===== src/bcrc_pkg.sv =====
// Package of the coprocessor byte CRC unit: opcodes, polynomials, widths.
// Assumes the core pipeline decodes instruction words and supplies operands.
package bcrc_pkg;

   // ==========================================================
   // Widths
   localparam int WORD_W = 16;
   localparam int CRC_W  = 32;

   // ==========================================================
   // First opcode word encodings
   localparam logic [15:0] OP_CRC8_HI   = 16'he2cc;
   localparam logic [15:0] OP_CRC8_LO   = 16'he2cb;
   localparam logic [15:0] OP_CRC16A_HI = 16'he2cf;
   localparam logic [15:0] OP_CRC16_LO  = 16'he2ce;
   localparam logic [15:0] OP_CRC16B_HI = 16'he2ef;
   localparam logic [15:0] OP_CRC32_HI  = 16'he2c2;
   localparam logic [15:0] OP_CRC32_LO  = 16'he2c1;
   localparam logic [15:0] OP_CLEAR     = 16'he524;
   localparam logic [15:0] OP_STORE     = 16'he206;
   localparam logic [15:0] OP_LOAD      = 16'he3f6;

   // Upper byte of the second opcode word
   localparam logic [7:0]  SEL_POLY_A   = 8'h00;
   localparam logic [7:0]  SEL_POLY_B   = 8'h10;

   // ==========================================================
   // Generator polynomials
   localparam logic [7:0]  POLY8   = 8'h07;
   localparam logic [15:0] POLY16A = 16'h8005;
   localparam logic [15:0] POLY16B = 16'h1021;
   localparam logic [31:0] POLY32  = 32'h04c11db7;

   localparam logic [31:0] CRC_RESET = 32'h00000000;

   // ==========================================================
   // CRC width selector
   typedef enum logic [1:0] {
      BCRC_W8  = 2'h0,
      BCRC_W16 = 2'h1,
      BCRC_W32 = 2'h2
   } bcrc_width_t;

endpackage : bcrc_pkg


===== src/bcrc_fold.sv =====
// Combinational byte fold for CRC8, CRC16 and CRC32, MSB first.
// Assumes the caller selects width and polynomial; no reflection, no final xor.
`timescale 1ns/1ps
module bcrc_fold
(
   input  wire logic [31:0]       seed_i,
   input  wire logic [7:0]        data_i,
   input  wire logic [31:0]       poly_i,
   input  wire logic [1:0]        width_i,
   output logic      [31:0]       crc_o
);

   // ==========================================================
   // Eight shift steps on a 32-bit left aligned register
   logic [31:0] stage [0:8];
   logic [31:0] poly_al;
   logic [31:0] seed_al;

   always_comb
   begin
      case (width_i)
         2'h0:
         begin
            poly_al = {poly_i[7:0], 24'h000000};
            seed_al = {seed_i[7:0] ^ data_i, 24'h000000};
         end
         2'h1:
         begin
            poly_al = {poly_i[15:0], 16'h0000};
            seed_al = {seed_i[15:8] ^ data_i, seed_i[7:0], 16'h0000};
         end
         default:
         begin
            poly_al = poly_i;
            seed_al = {seed_i[31:24] ^ data_i, seed_i[23:0]};
         end
      endcase
   end

   assign stage[0] = seed_al;

   genvar g;
   generate
      for (g = 0; g < 8; g++)
      begin : g_step
         assign stage[g+1] = stage[g][31] ? ({stage[g][30:0], 1'b0} ^ poly_al)
                                          : {stage[g][30:0], 1'b0};
      end
   endgenerate

   // Narrow results drop back to the low bits, upper bits cleared
   always_comb
   begin
      case (width_i)
         2'h0:    crc_o = {24'h000000, stage[8][31:24]};
         2'h1:    crc_o = {16'h0000, stage[8][31:16]};
         default: crc_o = stage[8];
      endcase
   end

endmodule : bcrc_fold


===== src/bcrc_unit.sv =====
// Byte CRC datapath of the vector coprocessor: decode, fold, result register.
// Assumes the core presents both opcode words and the memory operand in the
// same cycle as instr_valid_i, and writes store data itself.
//
// Summary of operation
// - CRC8 uses generator polynomial 0x07
// - CRC8 high byte takes operand bits 15:8
// - CRC8 low byte takes operand bits 7:0
// - First CRC16 pair uses polynomial 0x8005
// - Second CRC16 pair uses polynomial 0x1021
// - CRC16 high byte ops use bits 15:8
// - CRC16 low byte ops use bits 7:0
// - CRC32 low byte: bits 7:0, 0x04C11DB7
// - CRC32 high byte: same polynomial, bits 15:8
// - Result register is seed and destination
// - CRC operations change no status flags
// - Each operation completes in one cycle
// - Decode CRC8 high and low opcodes
// - Decode first polynomial CRC16 opcodes, upper 00
// - Decode second polynomial CRC16, upper byte 10
// - Decode CRC32 high and low opcodes
// - One 16-bit operand supplied per operation
// - Clear zeroes result in one cycle
// - Store drives result on write path
// - Load overwrites result from memory
`timescale 1ns/1ps
module bcrc_unit
(
   input  wire logic        mclk_i,
   input  wire logic        reset_i,
   input  wire logic        instr_valid_i,
   input  wire logic [15:0] first_opcode_word_i,
   input  wire logic [15:0] second_opcode_word_i,
   input  wire logic [15:0] half_word_memory_operand_i,
   input  wire logic [31:0] load_data_i,
   output logic      [7:0]  mem_addr_o,
   output logic             crc_op_o,
   output logic      [31:0] store_data_o,
   output logic             store_valid_o,
   output logic      [31:0] crc_result_register_o,
   output logic             status_write_o
);

   // ==========================================================
   // Decode
   logic              crc8_high_byte_op;
   logic              crc8_low_byte_op;
   logic              crc16_poly_a_high_byte_op;
   logic              crc16_poly_a_low_byte_op;
   logic              crc16_poly_b_high_byte_op;
   logic              crc16_poly_b_low_byte_op;
   logic              crc32_high_byte_op;
   logic              crc32_low_byte_op;
   logic              crc_result_clear_op;
   logic              wide_store_op;
   logic              wide_move_op;
   logic              is_crc;
   logic              hi_sel;
   logic [7:0]        upper_sel;
   logic [7:0]        data_byte;
   logic [31:0]       poly_sel;
   bcrc_pkg::bcrc_width_t width_sel;
   logic [31:0]       next_crc;
   logic [31:0]       crc_result_register;

   assign upper_sel = second_opcode_word_i[15:8];

   assign crc8_high_byte_op = instr_valid_i
                              && first_opcode_word_i == bcrc_pkg::OP_CRC8_HI;
   assign crc8_low_byte_op  = instr_valid_i
                              && first_opcode_word_i == bcrc_pkg::OP_CRC8_LO;
   assign crc16_poly_a_high_byte_op = instr_valid_i
                              && first_opcode_word_i == bcrc_pkg::OP_CRC16A_HI
                              && upper_sel == bcrc_pkg::SEL_POLY_A;
   assign crc16_poly_a_low_byte_op  = instr_valid_i
                              && first_opcode_word_i == bcrc_pkg::OP_CRC16_LO
                              && upper_sel == bcrc_pkg::SEL_POLY_A;
   // Second pair is told apart from the first by the selector byte
   assign crc16_poly_b_high_byte_op = instr_valid_i
                              && first_opcode_word_i == bcrc_pkg::OP_CRC16B_HI
                              && upper_sel == bcrc_pkg::SEL_POLY_B;
   assign crc16_poly_b_low_byte_op  = instr_valid_i
                              && first_opcode_word_i == bcrc_pkg::OP_CRC16_LO
                              && upper_sel == bcrc_pkg::SEL_POLY_B;
   assign crc32_high_byte_op = instr_valid_i
                              && first_opcode_word_i == bcrc_pkg::OP_CRC32_HI;
   assign crc32_low_byte_op  = instr_valid_i
                              && first_opcode_word_i == bcrc_pkg::OP_CRC32_LO;
   assign crc_result_clear_op = instr_valid_i
                              && first_opcode_word_i == bcrc_pkg::OP_CLEAR;
   // Store and load share the second word layout: upper byte zero
   assign wide_store_op = instr_valid_i && upper_sel == 8'h00
                          && first_opcode_word_i == bcrc_pkg::OP_STORE;
   assign wide_move_op  = instr_valid_i && upper_sel == 8'h00
                          && first_opcode_word_i == bcrc_pkg::OP_LOAD;

   assign hi_sel = crc8_high_byte_op || crc16_poly_a_high_byte_op
                   || crc16_poly_b_high_byte_op || crc32_high_byte_op;
   assign is_crc = hi_sel || crc8_low_byte_op || crc16_poly_a_low_byte_op
                   || crc16_poly_b_low_byte_op || crc32_low_byte_op;

   // ==========================================================
   // Operand byte and polynomial selection
   assign data_byte = hi_sel ? half_word_memory_operand_i[15:8]
                             : half_word_memory_operand_i[7:0];

   always_comb
   begin
      if (crc8_high_byte_op || crc8_low_byte_op)
      begin
         poly_sel  = {24'h000000, bcrc_pkg::POLY8};
         width_sel = bcrc_pkg::BCRC_W8;
      end
      else if (crc16_poly_a_high_byte_op || crc16_poly_a_low_byte_op)
      begin
         poly_sel  = {16'h0000, bcrc_pkg::POLY16A};
         width_sel = bcrc_pkg::BCRC_W16;
      end
      else if (crc16_poly_b_high_byte_op || crc16_poly_b_low_byte_op)
      begin
         poly_sel  = {16'h0000, bcrc_pkg::POLY16B};
         width_sel = bcrc_pkg::BCRC_W16;
      end
      else
      begin
         poly_sel  = bcrc_pkg::POLY32;
         width_sel = bcrc_pkg::BCRC_W32;
      end
   end

   bcrc_fold u_fold
   (
      .seed_i  (crc_result_register),
      .data_i  (data_byte),
      .poly_i  (poly_sel),
      .width_i (width_sel),
      .crc_o   (next_crc)
   );

   // ==========================================================
   // Result register
   always_ff @(posedge mclk_i)
   begin
      if (reset_i)
         crc_result_register <= bcrc_pkg::CRC_RESET;
      else if (crc_result_clear_op)
         crc_result_register <= bcrc_pkg::CRC_RESET;
      else if (wide_move_op)
         crc_result_register <= load_data_i;
      else if (is_crc)
         crc_result_register <= next_crc;
   end

   // ==========================================================
   // Store path, registered one cycle after the store is issued
   always_ff @(posedge mclk_i)
   begin
      if (reset_i)
      begin
         store_data_o  <= bcrc_pkg::CRC_RESET;
         store_valid_o <= 1'b0;
      end
      else
      begin
         store_valid_o <= wide_store_op;
         if (wide_store_op)
            store_data_o <= crc_result_register;
      end
   end

   // Operand address field, handed back so the core fetches the word
   assign mem_addr_o            = second_opcode_word_i[7:0];
   assign crc_op_o              = is_crc;
   assign crc_result_register_o = crc_result_register;
   // None of these operations ever writes coprocessor status
   assign status_write_o        = 1'b0;

   // ==========================================================
   // Checks
   // Rising edge only, all held off while reset is high
   logic              crc16_any_op;
   logic              lo_byte_op;

   assign crc16_any_op = crc16_poly_a_high_byte_op || crc16_poly_a_low_byte_op
                         || crc16_poly_b_high_byte_op || crc16_poly_b_low_byte_op;
   assign lo_byte_op   = crc8_low_byte_op || crc16_poly_a_low_byte_op
                         || crc16_poly_b_low_byte_op || crc32_low_byte_op;

   chk_crc8_hi_fold: assert property (
      @(posedge mclk_i) disable iff (reset_i)
      crc8_high_byte_op |=> crc_result_register[31:8] == 24'h000000)
      else $error("crc8 left upper bits set");

   chk_crc8_lo_fold: assert property (
      @(posedge mclk_i) disable iff (reset_i)
      crc8_low_byte_op |=> crc_result_register[31:8] == 24'h000000)
      else $error("crc8 low byte left upper bits set");

   chk_crc16_fold: assert property (
      @(posedge mclk_i) disable iff (reset_i)
      crc16_any_op |=> crc_result_register[31:16] == 16'h0000)
      else $error("crc16 left upper bits set");

   chk_clear_zero: assert property (
      @(posedge mclk_i) disable iff (reset_i)
      crc_result_clear_op |=> crc_result_register == 32'h00000000)
      else $error("clear did not zero result");

   chk_load_value: assert property (
      @(posedge mclk_i) disable iff (reset_i)
      wide_move_op |=> crc_result_register == $past(load_data_i))
      else $error("load value not taken");

   chk_store_value: assert property (
      @(posedge mclk_i) disable iff (reset_i)
      wide_store_op |=> store_valid_o && store_data_o == $past(crc_result_register))
      else $error("store data wrong");

   chk_store_origin: assert property (
      @(posedge mclk_i) disable iff (reset_i)
      store_valid_o |-> $past(wide_store_op))
      else $error("store pulse without a store");

   // Store data stays put between stores, so a slow core can still take it
   chk_store_data_hold: assert property (
      @(posedge mclk_i) disable iff (reset_i)
      !wide_store_op |=> $stable(store_data_o))
      else $error("store data moved without a store");

   // Known answers: a zero seed and a single 01 byte leave the polynomial
   chk_crc8_zero_seed: assert property (
      @(posedge mclk_i) disable iff (reset_i)
      crc8_low_byte_op && crc_result_register == 32'h00000000
      && half_word_memory_operand_i[7:0] == 8'h01
      |=> crc_result_register == 32'h00000007)
      else $error("crc8 polynomial wrong");

   chk_crc8_hi_poly: assert property (
      @(posedge mclk_i) disable iff (reset_i)
      crc8_high_byte_op && crc_result_register == 32'h00000000
      && half_word_memory_operand_i[15:8] == 8'h01
      |=> crc_result_register == 32'h00000007)
      else $error("crc8 high byte wrong");

   chk_crc16a_poly: assert property (
      @(posedge mclk_i) disable iff (reset_i)
      crc16_poly_a_high_byte_op && crc_result_register == 32'h00000000
      && half_word_memory_operand_i[15:8] == 8'h01
      |=> crc_result_register == 32'h00008005)
      else $error("crc16 poly a wrong");

   chk_crc16a_lo_poly: assert property (
      @(posedge mclk_i) disable iff (reset_i)
      crc16_poly_a_low_byte_op && crc_result_register == 32'h00000000
      && half_word_memory_operand_i[7:0] == 8'h01
      |=> crc_result_register == 32'h00008005)
      else $error("crc16 poly a low byte wrong");

   chk_crc16b_poly: assert property (
      @(posedge mclk_i) disable iff (reset_i)
      crc16_poly_b_low_byte_op && crc_result_register == 32'h00000000
      && half_word_memory_operand_i[7:0] == 8'h01
      |=> crc_result_register == 32'h00001021)
      else $error("crc16 poly b wrong");

   chk_crc16b_hi_poly: assert property (
      @(posedge mclk_i) disable iff (reset_i)
      crc16_poly_b_high_byte_op && crc_result_register == 32'h00000000
      && half_word_memory_operand_i[15:8] == 8'h01
      |=> crc_result_register == 32'h00001021)
      else $error("crc16 poly b high byte wrong");

   chk_crc32_poly: assert property (
      @(posedge mclk_i) disable iff (reset_i)
      crc32_high_byte_op && crc_result_register == 32'h00000000
      && half_word_memory_operand_i[15:8] == 8'h01
      |=> crc_result_register == 32'h04c11db7)
      else $error("crc32 polynomial wrong");

   chk_crc32_lo_poly: assert property (
      @(posedge mclk_i) disable iff (reset_i)
      crc32_low_byte_op && crc_result_register == 32'h00000000
      && half_word_memory_operand_i[7:0] == 8'h01
      |=> crc_result_register == 32'h04c11db7)
      else $error("crc32 low byte wrong");

   // Zero seed and zero selected byte give zero, whatever the other byte
   chk_hi_skips_lo: assert property (
      @(posedge mclk_i) disable iff (reset_i)
      hi_sel && crc_result_register == 32'h00000000
      && half_word_memory_operand_i[15:8] == 8'h00
      |=> crc_result_register == 32'h00000000)
      else $error("high byte op used low byte");

   chk_lo_skips_hi: assert property (
      @(posedge mclk_i) disable iff (reset_i)
      lo_byte_op && crc_result_register == 32'h00000000
      && half_word_memory_operand_i[7:0] == 8'h00
      |=> crc_result_register == 32'h00000000)
      else $error("low byte op used high byte");

   chk_idle_hold: assert property (
      @(posedge mclk_i) disable iff (reset_i)
      !instr_valid_i |=> $stable(crc_result_register))
      else $error("result changed while idle");

   // Unknown codes and stores leave the result alone
   chk_refused_hold: assert property (
      @(posedge mclk_i) disable iff (reset_i)
      instr_valid_i && !is_crc && !crc_result_clear_op && !wide_move_op
      |=> $stable(crc_result_register))
      else $error("refused op changed result");

   chk_no_status: assert property (
      @(posedge mclk_i) disable iff (reset_i)
      is_crc |-> !status_write_o)
      else $error("status written by crc op");

   chk_crc_flag: assert property (
      @(posedge mclk_i) disable iff (reset_i)
      crc_op_o |-> instr_valid_i)
      else $error("crc op flagged without an instruction");

   // ==========================================================
   // Main scenarios
   cov_clear_crc8: cover property
      (@(posedge mclk_i) crc_result_clear_op ##1 crc8_high_byte_op);
   cov_crc16b_lo: cover property
      (@(posedge mclk_i) crc16_poly_b_low_byte_op);
   cov_chain_32_16: cover property
      (@(posedge mclk_i) crc32_high_byte_op ##1 crc16_poly_b_high_byte_op);
   cov_load_crc32: cover property
      (@(posedge mclk_i) wide_move_op ##1 crc32_high_byte_op);
   cov_load_store: cover property
      (@(posedge mclk_i) wide_move_op ##1 wide_store_op);

endmodule : bcrc_unit


===== config.mk =====
export PLATFORM = sky130hd
export DESIGN_NAME = bcrc_unit
export DESIGN_NICKNAME = d
export VERILOG_FILES = /design/src/bcrc_pkg.sv /design/src/bcrc_fold.sv /design/src/bcrc_unit.sv
export SDC_FILE = /design/constraint.sdc
export NUM_CORES = 1
export LEC_CHECK = 0
export ABC_AREA = 0
export BUFFER_PORTS_ARGS = -buffer_cell sky130_fd_sc_hd__buf_4
export CAP_MARGIN = 25
export CORE_MARGIN = 2
export CORE_UTILIZATION = 40
export DETAILED_ROUTE_END_ITERATION = 12
export HOLD_SLACK_MARGIN = 0.15
export SLEW_MARGIN = 20
export SYNTH_ARGS = -nofsm -noshare
export SYNTH_HDL_FRONTEND = slang
export SYNTH_HIERARCHICAL = 1
export SYNTH_SLANG_ARGS = --single-unit

===== constraint.sdc =====
create_clock -name mclk_i -period 8.1 [get_ports mclk_i]
set_clock_uncertainty 0.15 [all_clocks]
set_input_delay 2.025 -clock mclk_i [delete_from_list [all_inputs] [get_ports mclk_i]]
set_output_delay 2.025 -clock mclk_i [all_outputs]
set_load 0.005 [all_outputs]

# Yosys cells after proc, flatten, opt, wreduce, memory -nomap -nowiden
# Index checks and enable logic that the tools add are counted.
dict set report totals {
  in_bits 83
  output_inout_bits 75
  reg_bits 65
  elab_cells 75
}
dict set report classes {
  n_eq_ne 12
  bitwise_logic 11
  n_reduce_logical 29
  n_mux 20
}
# cell count
set op_table {}
lappend op_table {{32-bit 2-to-1 mux} 10}
lappend op_table {{32-bit XOR} 8}
lappend op_table {{32-bit case mux with 2 select lines} 3}
lappend op_table {{16-bit == test, second input constant} 10}
lappend op_table {{27-bit 2-to-1 mux} 3}
lappend op_table {{8-bit XOR} 3}
lappend op_table {{1-bit logical AND} 15}
lappend op_table {{1-bit logical OR} 10}
lappend op_table {{8-bit by 5-bit == test with 1-bit output, second input constant} 1}
lappend op_table {{8-bit zero test} 1}
lappend op_table {{8-bit 2-to-1 mux} 1}
lappend op_table {{2-bit 2-to-1 mux} 3}
lappend op_table {{2-bit by 1-bit == test with 1-bit output, second input constant} 1}
lappend op_table {{2-bit zero test} 1}
lappend op_table {{2-bit nonzero test} 1}
lappend op_table {{2-bit OR reduction} 1}

# Logic depth before layout (Yosys ltp)
# Gate-level depths: netlist of run 1.
dict set report depth {
  depth_word 28
  depth_mapped 28
  mapped_depth_nobuf 22
}

# Hierarchy
# Netlist of run 1, hierarchy kept.
# mod cells_per_inst area_per_inst_um2 instances
set modules_own_cells {}
lappend modules_own_cells {bcrc_fold 819 5479.0 1}
lappend modules_own_cells {bcrc_unit 361 3306.9 1}

# Worst setup path after synthesis of run 1
# No wires, ideal clock.
dict set report synth_timing {
  path_kind {input to register}
  start {input port first_opcode_word_i[12]}
  end {register crc_result_register[7], in the netlist crc_result_register_o[7]}
  setup_slack_ns 0.505
  setup_time_ns 0.073
  path_stages 26
  path_buffers 4
  t_required_ns 7.877
  arrival_ns 7.372
  path_cell_list {and4b_1 -> nand3_1 -> nor4b_1 -> nand4b_1 -> nor2_1 -> nor2b_1 -> buf_4 -> inv_1 -> buf_4 -> mux2i_4 -> xor2_2 -> nand2_1 -> o221a_2 -> buf_4 -> a211oi_2 -> o21a_1 -> o32ai_4 -> and3_1 -> or3_1 -> buf_2 -> a211o_1 -> a21oi_2 -> mux2_2 -> o211ai_2 -> o211ai_1 -> o211ai_2}
}
dict set report synth_between {
  word_cells_on_any_way 67
  classes_between {eq/ne (10); mux (20); bitwise (11); reduce/logical (26)}
}
# element line_no
set synth_lines {}
lappend synth_lines {{start, declared} bcrc_unit.sv:32} ;# input wire logic [15:0] first_opcode_word_i,
lappend synth_lines {{16-bit == test (on tied branches)} {bcrc_unit.sv:80, bcrc_unit.sv:76, bcrc_unit.sv:83}}
lappend synth_lines {{1-bit logical AND (on tied branches)} {bcrc_unit.sv:80, bcrc_unit.sv:76, bcrc_unit.sv:83}}
lappend synth_lines {{1-bit logical AND (on tied branches)} {bcrc_unit.sv:81, bcrc_unit.sv:84}}
lappend synth_lines {{1-bit logical OR} bcrc_unit.sv:119} ;# else if (crc16_poly_b_high_byte_op || crc16_poly_b_low_byte_op)
lappend synth_lines {{27-bit 2-to-1 mux} bcrc_unit.sv:119}
lappend synth_lines {{27-bit 2-to-1 mux} bcrc_unit.sv:114} ;# else if (crc16_poly_a_high_byte_op || crc16_poly_a_low_byte_op)
lappend synth_lines {{27-bit 2-to-1 mux (*)} bcrc_unit.sv:109} ;# if (crc8_high_byte_op || crc8_low_byte_op)
lappend synth_lines {{net poly_sel[10]} bcrc_unit.sv:61} ;# logic [31:0] poly_sel;
lappend synth_lines {{[11 not listed]} -}
lappend synth_lines {{32-bit XOR} bcrc_fold.sv:46} ;# assign stage[g+1] = stage[g][31] ? ({stage[g][30:0], 1'b0} ^ poly_al)
lappend synth_lines {{32-bit 2-to-1 mux (*) (2 in a row)} bcrc_fold.sv:46}
lappend synth_lines {{32-bit XOR} bcrc_fold.sv:46}
lappend synth_lines {{32-bit 2-to-1 mux (*)} bcrc_fold.sv:46}
lappend synth_lines {{32-bit case mux with 2 select lines (*)} bcrc_fold.sv:54} ;# case (width_i)
lappend synth_lines {{net next_crc[7]} bcrc_unit.sv:63} ;# logic [31:0] next_crc;
lappend synth_lines {{32-bit 2-to-1 mux (*)} bcrc_unit.sv:150} ;# else if (is_crc)
lappend synth_lines {{32-bit 2-to-1 mux (*)} bcrc_unit.sv:148} ;# else if (wide_move_op)
lappend synth_lines {{end signal, assigned} bcrc_unit.sv:147} ;# crc_result_register <= bcrc_pkg::CRC_RESET;
lappend synth_lines {{end signal, assigned} bcrc_unit.sv:149} ;# crc_result_register <= load_data_i;
lappend synth_lines {{end signal, assigned} bcrc_unit.sv:151} ;# crc_result_register <= next_crc;
lappend synth_lines {{end, declared} bcrc_unit.sv:64} ;# logic [31:0] crc_result_register;
# The timed path passes the listed nets; every way through them passes the cells marked *. The select of a mux whose other input is x is not followed.
# A chain may end at the register's enable or synchronous reset.

# Final worst setup path of run 1
dict set report layout_timing {
  start {input port first_opcode_word_i[10]}
  end {register crc_result_register[15], in the netlist crc_result_register_o[15]}
}
dict set report layout_between {
  word_cells_on_any_way 67
  classes_between {eq/ne (10); mux (20); bitwise (11); reduce/logical (26)}
}
# element line_no
set layout_lines {}
lappend layout_lines {{16-bit == test} bcrc_unit.sv:73} ;# && first_opcode_word_i == bcrc_pkg::OP_CRC16A_HI
lappend layout_lines {{1-bit logical AND} bcrc_unit.sv:73}
lappend layout_lines {{1-bit logical AND} bcrc_unit.sv:74} ;# && upper_sel == bcrc_pkg::SEL_POLY_A;
lappend layout_lines {{1-bit logical OR} bcrc_unit.sv:97} ;# assign hi_sel = crc8_high_byte_op || crc16_poly_a_high_byte_op
lappend layout_lines {{1-bit logical OR} bcrc_unit.sv:98} ;# || crc16_poly_b_high_byte_op || crc32_high_byte_op;
lappend layout_lines {{1-bit logical OR (*)} bcrc_unit.sv:98}
lappend layout_lines {{8-bit 2-to-1 mux (*)} bcrc_unit.sv:104} ;# assign data_byte = hi_sel ? half_word_memory_operand_i[15:8]
lappend layout_lines {{net data_byte[7]} bcrc_unit.sv:60} ;# logic [7:0] data_byte;
lappend layout_lines {{[13 not listed]} -}
lappend layout_lines {{32-bit XOR} bcrc_fold.sv:46}
lappend layout_lines {{32-bit 2-to-1 mux (*)} bcrc_fold.sv:46}
lappend layout_lines {{32-bit XOR} bcrc_fold.sv:46}
lappend layout_lines {{32-bit 2-to-1 mux (*)} bcrc_fold.sv:46}
lappend layout_lines {{32-bit case mux with 2 select lines (*)} bcrc_fold.sv:54}
lappend layout_lines {{net next_crc[15]} bcrc_unit.sv:63}
lappend layout_lines {{32-bit 2-to-1 mux (*)} bcrc_unit.sv:150}
lappend layout_lines {{32-bit 2-to-1 mux (*)} bcrc_unit.sv:148}
# Marked as above.

==> results of run 1 <==
[flip-flops by register name, indices dropped and copies added, names as in the netlist]
name and flops:
crc_result_register_o 32, store_data_o 32, store_valid_o 1
[logic make-up (layout without fill, tap and decap cells)]
| kind of cell | after synthesis | count (layout) | share of synthesized area, % |
|---|---|---|---|
| flip-flops | 65 | 65 | 14.8 |
| XOR/XNOR | 236 | 236 | 25.0 |
| AO/OA/AOI/OAI | 236 | 236 | 22.4 |
| multiplexers | 61 | 61 | 7.42 |
| AND/OR/NAND/NOR | 459 | 459 | 23.5 |
| other | 2 | 21 | 0.0855 |
| buffers and inverters | 121 | 230 | 6.74 |
[cells in the mapped netlist, types with 7 or more instances]
master / number / share of area, %
sky130_fd_sc_hd__inv_1: 8 / 0.34
sky130_fd_sc_hd__a22o_1: 10 / 1.0
sky130_fd_sc_hd__nand2_1: 211 / 9.0
sky130_fd_sc_hd__mux2i_1: 46 / 5.2
sky130_fd_sc_hd__xnor2_1: 190 / 19
sky130_fd_sc_hd__mux2_2: 13 / 1.7
sky130_fd_sc_hd__nor2_1: 122 / 5.2
sky130_fd_sc_hd__nor3_1: 15 / 0.85
sky130_fd_sc_hd__o21ai_0: 16 / 0.91
sky130_fd_sc_hd__o211ai_2: 30 / 4.3
sky130_fd_sc_hd__nor4_1: 9 / 0.64
sky130_fd_sc_hd__nand3_1: 33 / 1.9
sky130_fd_sc_hd__a211oi_1: 8 / 0.68
sky130_fd_sc_hd__o211ai_1: 50 / 4.3
sky130_fd_sc_hd__and3_1: 7 / 0.50
sky130_fd_sc_hd__buf_4: 16 / 1.4
sky130_fd_sc_hd__a21oi_1: 29 / 1.7
sky130_fd_sc_hd__a211o_1: 8 / 0.80
sky130_fd_sc_hd__and2_1: 14 / 1.0
sky130_fd_sc_hd__o21ai_1: 8 / 0.46
sky130_fd_sc_hd__a22oi_1: 18 / 1.5
sky130_fd_sc_hd__buf_2: 26 / 1.5
sky130_fd_sc_hd__dfxtp_1: 65 / 15
sky130_fd_sc_hd__clkbuf_1: 60 / 2.6
sky130_fd_sc_hd__o21a_1: 10 / 0.85
sky130_fd_sc_hd__xor2_1: 35 / 3.5
[final cells by class]
cell class	instances	area share, %
multi-input cells	1013	66.0
repair buffers	206	15.2
flip-flops and latches	65	12.2
well taps	280	3.29
clock buffers	14	2.58
clock inverters	2	0.329
inverters	8	0.282
[critical path, delay by kind of cell]
kind | cells | cell delay, ns
buffers and inverters | 3 | 0.49
AOI/OAI and AO/OA | 13 | 2.92
and+or+nand+nor | 7 | 1.99
muxes | 1 | 0.36
[power groups by stage]
stage / sequential, W / combinational [W] / clock (W)
after floorplan: 0.000327 / 0.00112 / 0
after global routing: 0.000320 / 0.00163 / 0.000418
after detailed placement: 0.000327 / 0.00151 / 0
after global placement: 0.000327 / 0.00151 / 0
after CTS: 0.000320 / 0.00151 / 0.000405
final: 0.000320 / 0.00154 / 0.000400
[repair_timing]
action / CTS / global route
setup endpoints to repair: 0 / 26
resized for setup: 0 / 4
setup buffers: 0 / 0
[path summary, 6_finish.rpt]
path         cells past startpoint                                endpoint                             startpoint
min                              2           store_data_o[10]$_SDFFE_PP0P_          store_data_o[10]$_SDFFE_PP0P_
min reg2reg                      2           store_data_o[10]$_SDFFE_PP0P_          store_data_o[10]$_SDFFE_PP0P_
max                             24  crc_result_register_o[15]$_SDFFE_PP0P_                first_opcode_word_i[10]
max reg2reg                     17  crc_result_register_o[15]$_SDFFE_PP0P_  crc_result_register_o[7]$_SDFFE_PP0P_
[per-stage QoR]
stage          setup slack, ns  cells  util (%)
4_1_cts                  0.321   1588      48.9
2_1_floorplan            0.505   1199         -
6_report                 0.416   1588      49.0
5_1_grt                 0.0494   1588      49.0
3_5_place_dp            0.0332   1572      47.5
3_3_place_gp            0.0739   1572      47.5
[routing by layer]
metal	wire, um	track usage (%)	vias up
li1	-	-	4282
met1	13200	33.9	4130
met2	13700	40.0	290
met3	1770	2.87	46
met4	663	5.56	2
met5	13	0	-
==> implementation parameters, run 1 <==
Parameter                              Value

Outcome
  Outcome ... finished clean

Finish
  Final Cell Area ... 10600 um^2
  Footprint of the flip-flops and latches ... 1300 um^2
  Number of fill cells in the layout ... 2171
  # diodes ... 0
  Most frequent cells in the layout ... sky130_fd_sc_hd__nand2_1 (211), sky130_fd_sc_hd__buf_4 (200), sky130_fd_sc_hd__xnor2_1 (188)
  Share of cells above drive strength 1 ... a little under a quarter
  Layout Area Growth over Synthesis ... 21.0%
  Most frequent standard cell in the layout excluding fill and tap cells ... sky130_fd_sc_hd__nand2_1
  Area of the multi-input gates ... 7020 um^2
  Layout Nets ... ~1400

Place
  Placement Cell Area ... approximately 10000 um^2
  Input/output buffers ... 140
  Routability-driven placement congestion ratio ... just under 1
  Detailed placer's ending HPWL ... 21.8 mm

STA
  Setup repair after global routing missed its margin ... no
  Relative max-transition margin ... approximately 4.4%
  Max Freq ... roughly 0.13 GHz
  Final total negative setup slack ... 0 ns
  Final-report setup violation count ... 0
  Hold slack ... 0.341 ns
  Number of pins exceeding their max-slew limit in the final report ... 0
  Tightest Pin Transition ... 1.43 ns
  Fraction of the cycle the final worst path needs ... 94.9%
  Number of hold violations in the final report ... 0
  Post-route minimum period ... approximately 7.7 ns

Power
  Power share of the combinational group ... between 60% and 70%
  Total power consumption of the routed design ... 0.00226 W
  Proportion of power drawn by flip-flops and latches ... 14.2%
  Leakage power ... 4.32 nW
  Fraction of power spent switching nets ... between 40% and 50%
  Ratio of total power to cell area ... 212 nW/um^2
  IR drop worst, VDD ... about 120 uV
  Clock Power Share ... roughly 18%
  Switching power summed over all nets ... 0.000941 W
  Internal power consumption ... 0.00132 W

Critical path
  Arrival time at the worst endpoint ... 7.80 ns
  CP startpoint kind ... input port
  Critical-path cell with the highest stage delay ... sky130_fd_sc_hd__or4_4
  Critical Path RT ... 8.21 ns
  Register-to-register path setup slack ... roughly 3.0 ns
  Class of the most critical setup path ... input port to flip-flop
  Endpoint type of the worst setup path ... flip-flop
  Cells traversed along the worst timing path ... buf_4, nand2b_1, or3_1, or4_4, nor3_1, a311oi_2, mux2_2, a211o_1, nand2_1, o211ai_1, a31oi_2, buf_4, nor4_1, a2111oi_2, a21oi_1, o211a_1, a211oi_2, a211o_1, buf_12, and2_1, a21oi_1, o32ai_2, o211ai_1, o211ai_2
  Crit-path max FO ... 26
  CP max stage delay ... 0.52 ns

CTS
  Root cell of the clock tree ... sky130_fd_sc_hd__clkbuf_16
  Number of levels in the clock H-tree ... 3
  Insertion delay to the later sink of the worst-skew pair ... 0.34 ns
  Clock tree from TritonCTS ... done
  Largest buffer count on any clock path ... 2
  Number of CTS-inserted buffers ... 9
  Cts-stage hold buffer count ... 0
  Clock transition at the registers of the reported paths ... 0.05 ns
  Total clock sinks ... 65

Routing
  Vias per inst ... 5.51
  DRT Wirelength ... 29.4 mm
  Average routed wire per standard cell ... 18.5 um
  Drt pass-1 iters ... 6
  Routed vias ... just under 9000
  Residual antenna-violating net count after detailed routing ... 0
  Drc violations ... 0
  DRC marker count from the first detailed-route iteration ... about 710

Die
  Top Ports ... 158
  Core region area ... 21700 um^2
  Die Area ... 23200 um^2
  DIE HEIGHT ... 152 um
  Num rows ... 54
  Starting utilization of the core area ... 40.5%
  Horiz. Die Dim ... 152 um

Synth
  Number of instances in the synthesized netlist ... 1180
  EDFF count, synth ... 0
  Count of different cell masters after synthesis ... 83
  Ys async rst share ... 0%
  Summed instance area of the synthesized netlist ... 8790 um^2
  Main synth FF type ... sky130_fd_sc_hd__dfxtp_1
  Synthesis-stage register bit count ... 65
  Sequential cell area fraction in the yosys report ... 14.8%
  Mean instance size in the synthesized netlist ... 7.45 um^2
  Total of warnings raised by yosys ... 6

Global routing
  GRT overflow ... 0
  Via count of the first global-routing pass ... 8197
  Global-route total usage across every layer ... 24.2%
  First-pass GRT wire length ... around 46 mm
  Pin count of the biggest net entering global routing ... approximately 110
  Antenna violations before repair ... 1

Worst hold path
  Worst hold path class ... flip-flop to flip-flop

Flow run
  Max-cap check violation count ... 0
(Power assumes the default switching activity.)
==> run 2: changes to the inputs <==
Settings changed: CTS_BUF_LIST set to sky130_fd_sc_hd__clkbuf_2.
==> run 2 against run 1 <==
  * First-iteration DRC count increased by 2.8%
  * Utilization down 1.1 points
  * Die area did not move
  * Setup slack got worse by 0.013 ns
  * Via count is 0.64% lower
  * Clock-buffer cell count is 3 lower
  * Maximum frequency decreased by 0.17%
  * Register-to-register slack worse by 0.02 ns
  * Sequential share of layout area grew 0.28 points
  * Flip-flop and latch count unchanged
  * Critical endpoint is now crc_result_register_o[22]$_SDFFE_PP0P_
  * Non-clock buffer count unchanged
  * Critical path type unchanged
  * Global-route usage shrank 0.072 points
==> implementation parameters, run 2 (synthesis results as in run 1) <==
Parameter                              Value

STA
  Number of pins exceeding their max-slew limit in the final report ... 0
  Hold slack ... between 0.3 and 0.4 ns
  Number of hold violations in the final report ... 0
  Setup repair after global routing missed its margin ... no
  Max Freq ... around 0.13 GHz
  Tightest Pin Transition ... 1.37 ns
  Relative max-transition margin ... between 8 and 9%
  Final total negative setup slack ... 0 ns
  Fraction of the cycle the final worst path needs ... 95.0%
  Post-route minimum period ... 7.70 ns
  Final-report setup violation count ... 0

CTS
  Number of CTS-inserted buffers ... 9
  Gates resized, CTS repair ... 0
  Total clock sinks ... 65
  Cts-stage hold buffer count ... 0
  Clock tree from TritonCTS ... done
  Clock transition at the registers of the reported paths ... 0.17 ns
  Largest buffer count on any clock path ... 2
  Root cell of the clock tree ... sky130_fd_sc_hd__clkbuf_2
  Number of levels in the clock H-tree ... 3
  Number of setup buffers added after CTS ... 0
  Insertion delay to the later sink of the worst-skew pair ... 0.52 ns

Die
  Starting utilization of the core area ... 40.5%
  Die Area ... 23200 um^2
  Num rows ... 54
  Top Ports ... 158
  Core region area ... 21700 um^2
  DIE HEIGHT ... 152 um
  Horiz. Die Dim ... 152 um

Routing
  Vias per inst ... 5.47
  DRT Wirelength ... 29.2 mm
  Routed vias ... approximately 8700
  Drt pass-1 iters ... 5
  Residual antenna-violating net count after detailed routing ... 0
  Drc violations ... 0
  DRC marker count from the first detailed-route iteration ... 727
  Average routed wire per standard cell ... 18.4 um

Finish
  # diodes ... 0
  Final Cell Area ... slightly above 10000 um^2
  Number of fill cells in the layout ... 2199
  Most frequent standard cell in the layout excluding fill and tap cells ... sky130_fd_sc_hd__nand2_1
  Layout Area Growth over Synthesis ... 18.4%
  Layout Nets ... about 1400
  Share of cells above drive strength 1 ... 23.2%
  Most frequent cells in the layout ... sky130_fd_sc_hd__nand2_1 (211), sky130_fd_sc_hd__buf_4 (200), sky130_fd_sc_hd__xnor2_1 (190)

Critical path
  Crit-path max FO ... 21
  Arrival time at the worst endpoint ... 8.00 ns
  Critical-path cell with the highest stage delay ... sky130_fd_sc_hd__xnor3_1
  Beginning of the worst register-to-register path ... crc_result_register_o[7]$_SDFFE_PP0P_
  Endpoint type of the worst setup path ... flip-flop
  CP startpoint kind ... input port
  Worst path most repeated cell ... sky130_fd_sc_hd__buf_4
  CP Launch Point ... first_opcode_word_i[12]
  Buf+Inv Stages, Crit Path ... 4
  Critical Path RT ... roughly 8.4 ns
  Class of the most critical setup path ... input port to flip-flop
  Category of cells accounting for the largest share of critical-path delay ... simple AND/OR/NAND/NOR gates
  CP max stage delay ... 0.51 ns

Outcome
  Outcome ... finished clean

Global routing
  Met3 Usage GRT ... 2.84%
  Met2 capacity usage during global routing ... about two fifths
  Pin count of the biggest net entering global routing ... 112
  Antenna violations before repair ... 1
  First-pass GRT wire length ... around 46 mm
  Most heavily used metal layer in global routing ... met2
  Global-route total usage across every layer ... approximately a quarter
  Via count of the first global-routing pass ... 8190
  GRT overflow ... 0
  Met1 GRT Util ... 33.8%

Worst hold path
  Launch point of the worst hold path ... store_data_o[6]$_SDFFE_PP0P_
  Worst hold path class ... flip-flop to flip-flop

Place
  Input/output buffers ... 140
  Placement Cell Area ... 10300 um^2
  Detailed placer's ending HPWL ... 21.8 mm
  Routability-driven placement congestion ratio ... between 0.9 and 1

Power
  Fraction of power spent switching nets ... 45.1%
  IR drop worst, VDD ... 124 uV
  Clock Power Share ... a little under a tenth
  Leakage power ... 4.23 nW
  Switching power summed over all nets ... 0.000923 W
  Proportion of power drawn by flip-flops and latches ... between 15 and 20%
  Ratio of total power to cell area ... 197 nW/um^2
  Internal power consumption ... 0.00112 W
  Power share of the combinational group ... 75.1%

Flow run
  Max-cap check violation count ... 0
run 2: changes by cell type in the layout (fill, tap and decap cells not counted), sizes merged:
cell	previous run	this run
clkbuf	14	11
clkinv	1	4
run 2: power groups by stage:
stage	logic, W	registers [W]	clock network (W)
2_1_floorplan	0.00112	0.000327	0
3_3_place_gp	0.00151	0.000327	0
3_5_place_dp	0.00151	0.000327	0
4_1_cts	0.00152	0.000320	0.000191
5_1_grt	0.00163	0.000320	0.000205
6_report	0.00154	0.000320	0.000188
run 2: through the flow:
step | setup WS [ns] | cells | util, % | total power, W
after floorplan | 0.505 | 1199 | - | 0.00144
after global placement | 0.0739 | 1572 | 47.5 | 0.00183
after detailed placement | 0.0332 | 1572 | 47.5 | 0.00184
after global routing | 0.0602 | 1588 | 47.9 | 0.00215
after CTS | 0.532 | 1588 | 47.9 | 0.00203
final | 0.403 | 1588 | 47.9 | 0.00204
run 2: cell type report:
| type | instances | area [um^2] | area share [%] |
|---|---|---|---|
| sequential | 65 | 1300 | 12.5 |
| multi-input combinational | 1013 | 6990 | 67.3 |
| tap | 280 | 350 | 3.37 |
| clock buffer | 11 | 55.1 | 0.529 |
| inverter | 8 | 30.0 | 0.289 |
| clock inverter | 5 | 46.3 | 0.445 |
| timing repair buffer | 206 | 1620 | 15.6 |
run 2: worst paths after layout:
kind / slack (ns) / endpoint / cells after the start
worst max-delay path: 0.40 / crc_result_register_o[22]$_SDFFE_PP0P_ / 26
worst min register to register: 0.37 / store_data_o[6]$_SDFFE_PP0P_ / 2
worst min-delay path: 0.37 / store_data_o[6]$_SDFFE_PP0P_ / 2
worst max register to register: 2.98 / crc_result_register_o[15]$_SDFFE_PP0P_ / 17
run 2: worst register-to-register path: stages, from the launching register on:
cell and delay, ns:
sky130_fd_sc_hd__dfxtp_1 0.71, sky130_fd_sc_hd__mux2i_1 0.19, sky130_fd_sc_hd__o211ai_1 0.31, sky130_fd_sc_hd__nand2_1 0.32
sky130_fd_sc_hd__o211a_1 0.29, sky130_fd_sc_hd__o31ai_4 0.44, sky130_fd_sc_hd__a2111oi_2 0.15, sky130_fd_sc_hd__a2111oi_2 0.41
sky130_fd_sc_hd__a21oi_1 0.14, sky130_fd_sc_hd__o211a_1 0.27, sky130_fd_sc_hd__a211oi_2 0.34, sky130_fd_sc_hd__a211o_1 0.20
sky130_fd_sc_hd__buf_12 0.19, sky130_fd_sc_hd__and2_1 0.34, sky130_fd_sc_hd__a21oi_1 0.14, sky130_fd_sc_hd__o32ai_2 0.25
sky130_fd_sc_hd__o211ai_1 0.13, sky130_fd_sc_hd__o211ai_2 0.09
run 2: metal layers:
metal | vias to the layer above | share of wire, %
met5 | - | 0.045
met1 | 4098 | 45
met2 | 271 | 47
li1 | 4282 | -
met4 | 2 | 1.9
met3 | 41 | 6.0
==> run 3: changes to the inputs <==
Settings changed: RECOVER_POWER set to 100.
==> run 3 against run 2 <==
  * The run now ends with max-capacitance violations, max-slew violations left
  * Sequential power barely moved
  * Utilization fell by 0.35 points
  * Worst hold slack got worse by 0.0029 ns
  * Register-to-register slack got worse by 0.08 ns
  * Sequential share of layout area rose by 0.092 points
  * Flip-flop and latch count did not move
  * Non-clock buffer count did not move
==> implementation parameters, run 3 (synthesis results as in run 1) <==
Parameter                              Value

Routing
  DRC marker count from the first detailed-route iteration ... 738
  Average routed wire per standard cell ... 18.4 um
  Metal3 WL ... 1.46 mm
  Topmost layer with routed signal wires ... met5
  Drc violations ... 0
  Drt pass-1 iters ... 7
  Routed vias ... ~8700
  Length of routed wiring on met1 ... 13.3 mm
  DRT Wirelength ... 29.2 mm
  Vias per inst ... 5.48
  Residual antenna-violating net count after detailed routing ... 0
  Wire length on met2 ... 13.9 mm

Die
  Die Area ... 23200 um^2
  Horiz. Die Dim ... 152 um
  Starting utilization of the core area ... roughly two fifths
  Top Ports ... 158
  Core region area ... 21700 um^2
  Num rows ... 54
  DIE HEIGHT ... 152 um

Critical path
  Category of cells accounting for the largest share of critical-path delay ... simple AND/OR/NAND/NOR gates
  Critical Path RT ... 8.40 ns
  Class of the most critical setup path ... input port to flip-flop
  Endpoint type of the worst setup path ... flip-flop
  Register-to-Register Path Depth ... 17
  CP startpoint kind ... input port
  Register-to-register path setup slack ... 2.90 ns
  Reg2reg end ... crc_result_register_o[15]$_SDFFE_PP0P_
  Critical-path cell with the highest stage delay ... sky130_fd_sc_hd__xnor3_1
  Buf+Inv Stages, Crit Path ... 4
  Crit-path max FO ... 21
  CP max stage delay ... between 0.5 and 0.6 ns
  Beginning of the worst register-to-register path ... crc_result_register_o[7]$_SDFFE_PP0P_
  Arrival time at the worst endpoint ... 7.98 ns

Place
  Detailed placer's ending HPWL ... 21.8 mm
  Input/output buffers ... 140
  Post-place setup slack ... approximately 0.033 ns
  Routability-driven placement congestion ratio ... 0.973
  Number of instances in the placed design ... 1572

STA
  Post-route minimum period ... 7.68 ns
  Fraction of the cycle the final worst path needs ... 94.8%
  Max Freq ... 0.130 GHz
  Relative max-transition margin ... -58.0%
  Number of pins exceeding their max-slew limit in the final report ... 34
  Number of hold violations in the final report ... 0
  Tightest Pin Transition ... 2.37 ns
  Final total negative setup slack ... 0 ns
  Final-report setup violation count ... 0
  Smallest setup slack after layout ... 0.419 ns
  Setup repair after global routing missed its margin ... no

Flow run
  Max-cap check violation count ... 1

Finish
  # diodes ... 0
  Share of cells above drive strength 1 ... ~22%
  Layout Cells excl Fill ... 1588
  Most frequent standard cell in the layout excluding fill and tap cells ... sky130_fd_sc_hd__nand2_1
  Most frequent cells in the layout ... sky130_fd_sc_hd__nand2_1 (211), sky130_fd_sc_hd__xnor2_1 (190), sky130_fd_sc_hd__buf_4 (126)
  Layout Area Growth over Synthesis ... 17.5%
  Layout Nets ... around 1400

Worst hold path
  Worst hold path class ... flip-flop to flip-flop
  Number of cells on the worst hold path ... 2
  Launch point of the worst hold path ... store_data_o[10]$_SDFFE_PP0P_
  Hold endpoint ... store_data_o[10]$_SDFFE_PP0P_

CTS
  Number of CTS-inserted buffers ... 9
  Cts-stage hold buffer count ... 0
  Number of setup buffers added after CTS ... 0
  Total clock sinks ... 65
  Gates resized, CTS repair ... 0
  Number of levels in the clock H-tree ... 3
  Root cell of the clock tree ... sky130_fd_sc_hd__clkbuf_2
  Clock transition at the registers of the reported paths ... 0.18 ns
  Clock tree from TritonCTS ... done
  Insertion delay to the later sink of the worst-skew pair ... about 0.52 ns
  Largest buffer count on any clock path ... 2

Outcome
  Outcome ... complete, but fails checks
  Violations in the final reports ... max-capacitance violations, max-slew violations

Global routing
  Pin count of the biggest net entering global routing ... between 100 and 150
  Global-route total usage across every layer ... approximately a quarter
  First-pass GRT wire length ... 45.5 mm
  GRT overflow ... 0
  Antenna violations before repair ... 1
  Via count of the first global-routing pass ... 8190

Power
  Ratio of total power to cell area ... 195 nW/um^2
  Leakage power ... 4.13 nW
  IR drop worst, VDD ... 124 uV
==> run 3: final cells by class <==
type / instances / area (um^2)
fillers: 2219 / 11400
multi-input cells: 1013 / 6980
repair buffers: 206 / 1560
flip-flops and latches: 65 / 1300
well taps: 280 / 350
clock buffers: 11 / 55.1
clock inverters: 5 / 46.3
inverters: 8 / 30.0
==> run 3: layer usage <==
layer | GRT usage (%) | up-vias
li1 | - | 4291
met1 | 33.8 | 4123
met2 | 40.0 | 246
met3 | 2.84 | 39
met4 | 5.30 | 2
met5 | 0 | -
==> run 3: tightest hold or removal path: stages, from the launching register on <==
cell and delay, ns:
sky130_fd_sc_hd__dfxtp_1 0.36, sky130_fd_sc_hd__mux2i_1 0.06, sky130_fd_sc_hd__nor2_1 0.07
==> run 3: metrics by stage <==
stage               hold slack (ns)  cell area [um^2]  util, %  power, W
floorplan                     0.335              8860        -   0.00144
global placement              0.326             10300     47.5   0.00183
detailed placement            0.332             10300     47.5   0.00184
CTS                           0.371             10400     47.9   0.00203
global route                  0.395             10300     47.6   0.00212
finish                        0.362             10300     47.6   0.00202
==> run 3: worst max path at each step <==
stage | from | endpoint | slack, ns | depth (start not counted)
floorplan | first_opcode_word_i[12] | crc_result_register_o[7]$_SDFFE_PP0P_ | 0.51 | 26
global placement | first_opcode_word_i[12] | crc_result_register_o[22]$_SDFFE_PP0P_ | 0.07 | 26
detailed placement | first_opcode_word_i[12] | crc_result_register_o[22]$_SDFFE_PP0P_ | 0.03 | 26
CTS | first_opcode_word_i[12] | crc_result_register_o[22]$_SDFFE_PP0P_ | 0.53 | 26
global route | first_opcode_word_i[12] | crc_result_register_o[22]$_SDFFE_PP0P_ | 0.04 | 26
finish | first_opcode_word_i[12] | crc_result_register_o[22]$_SDFFE_PP0P_ | 0.42 | 26
==> run 3: where the power goes <==
part	internal [W]	leakage, nW	total [W]	switching (W)
Combinational	0.000704	3.54	0.00151	0.000805
Clock	0.0000706	0.0684	0.000189	0.000118
Sequential	0.000320	0.523	0.000320	0.0000000273
Total	0.00109	4.13	0.00202	0.000923
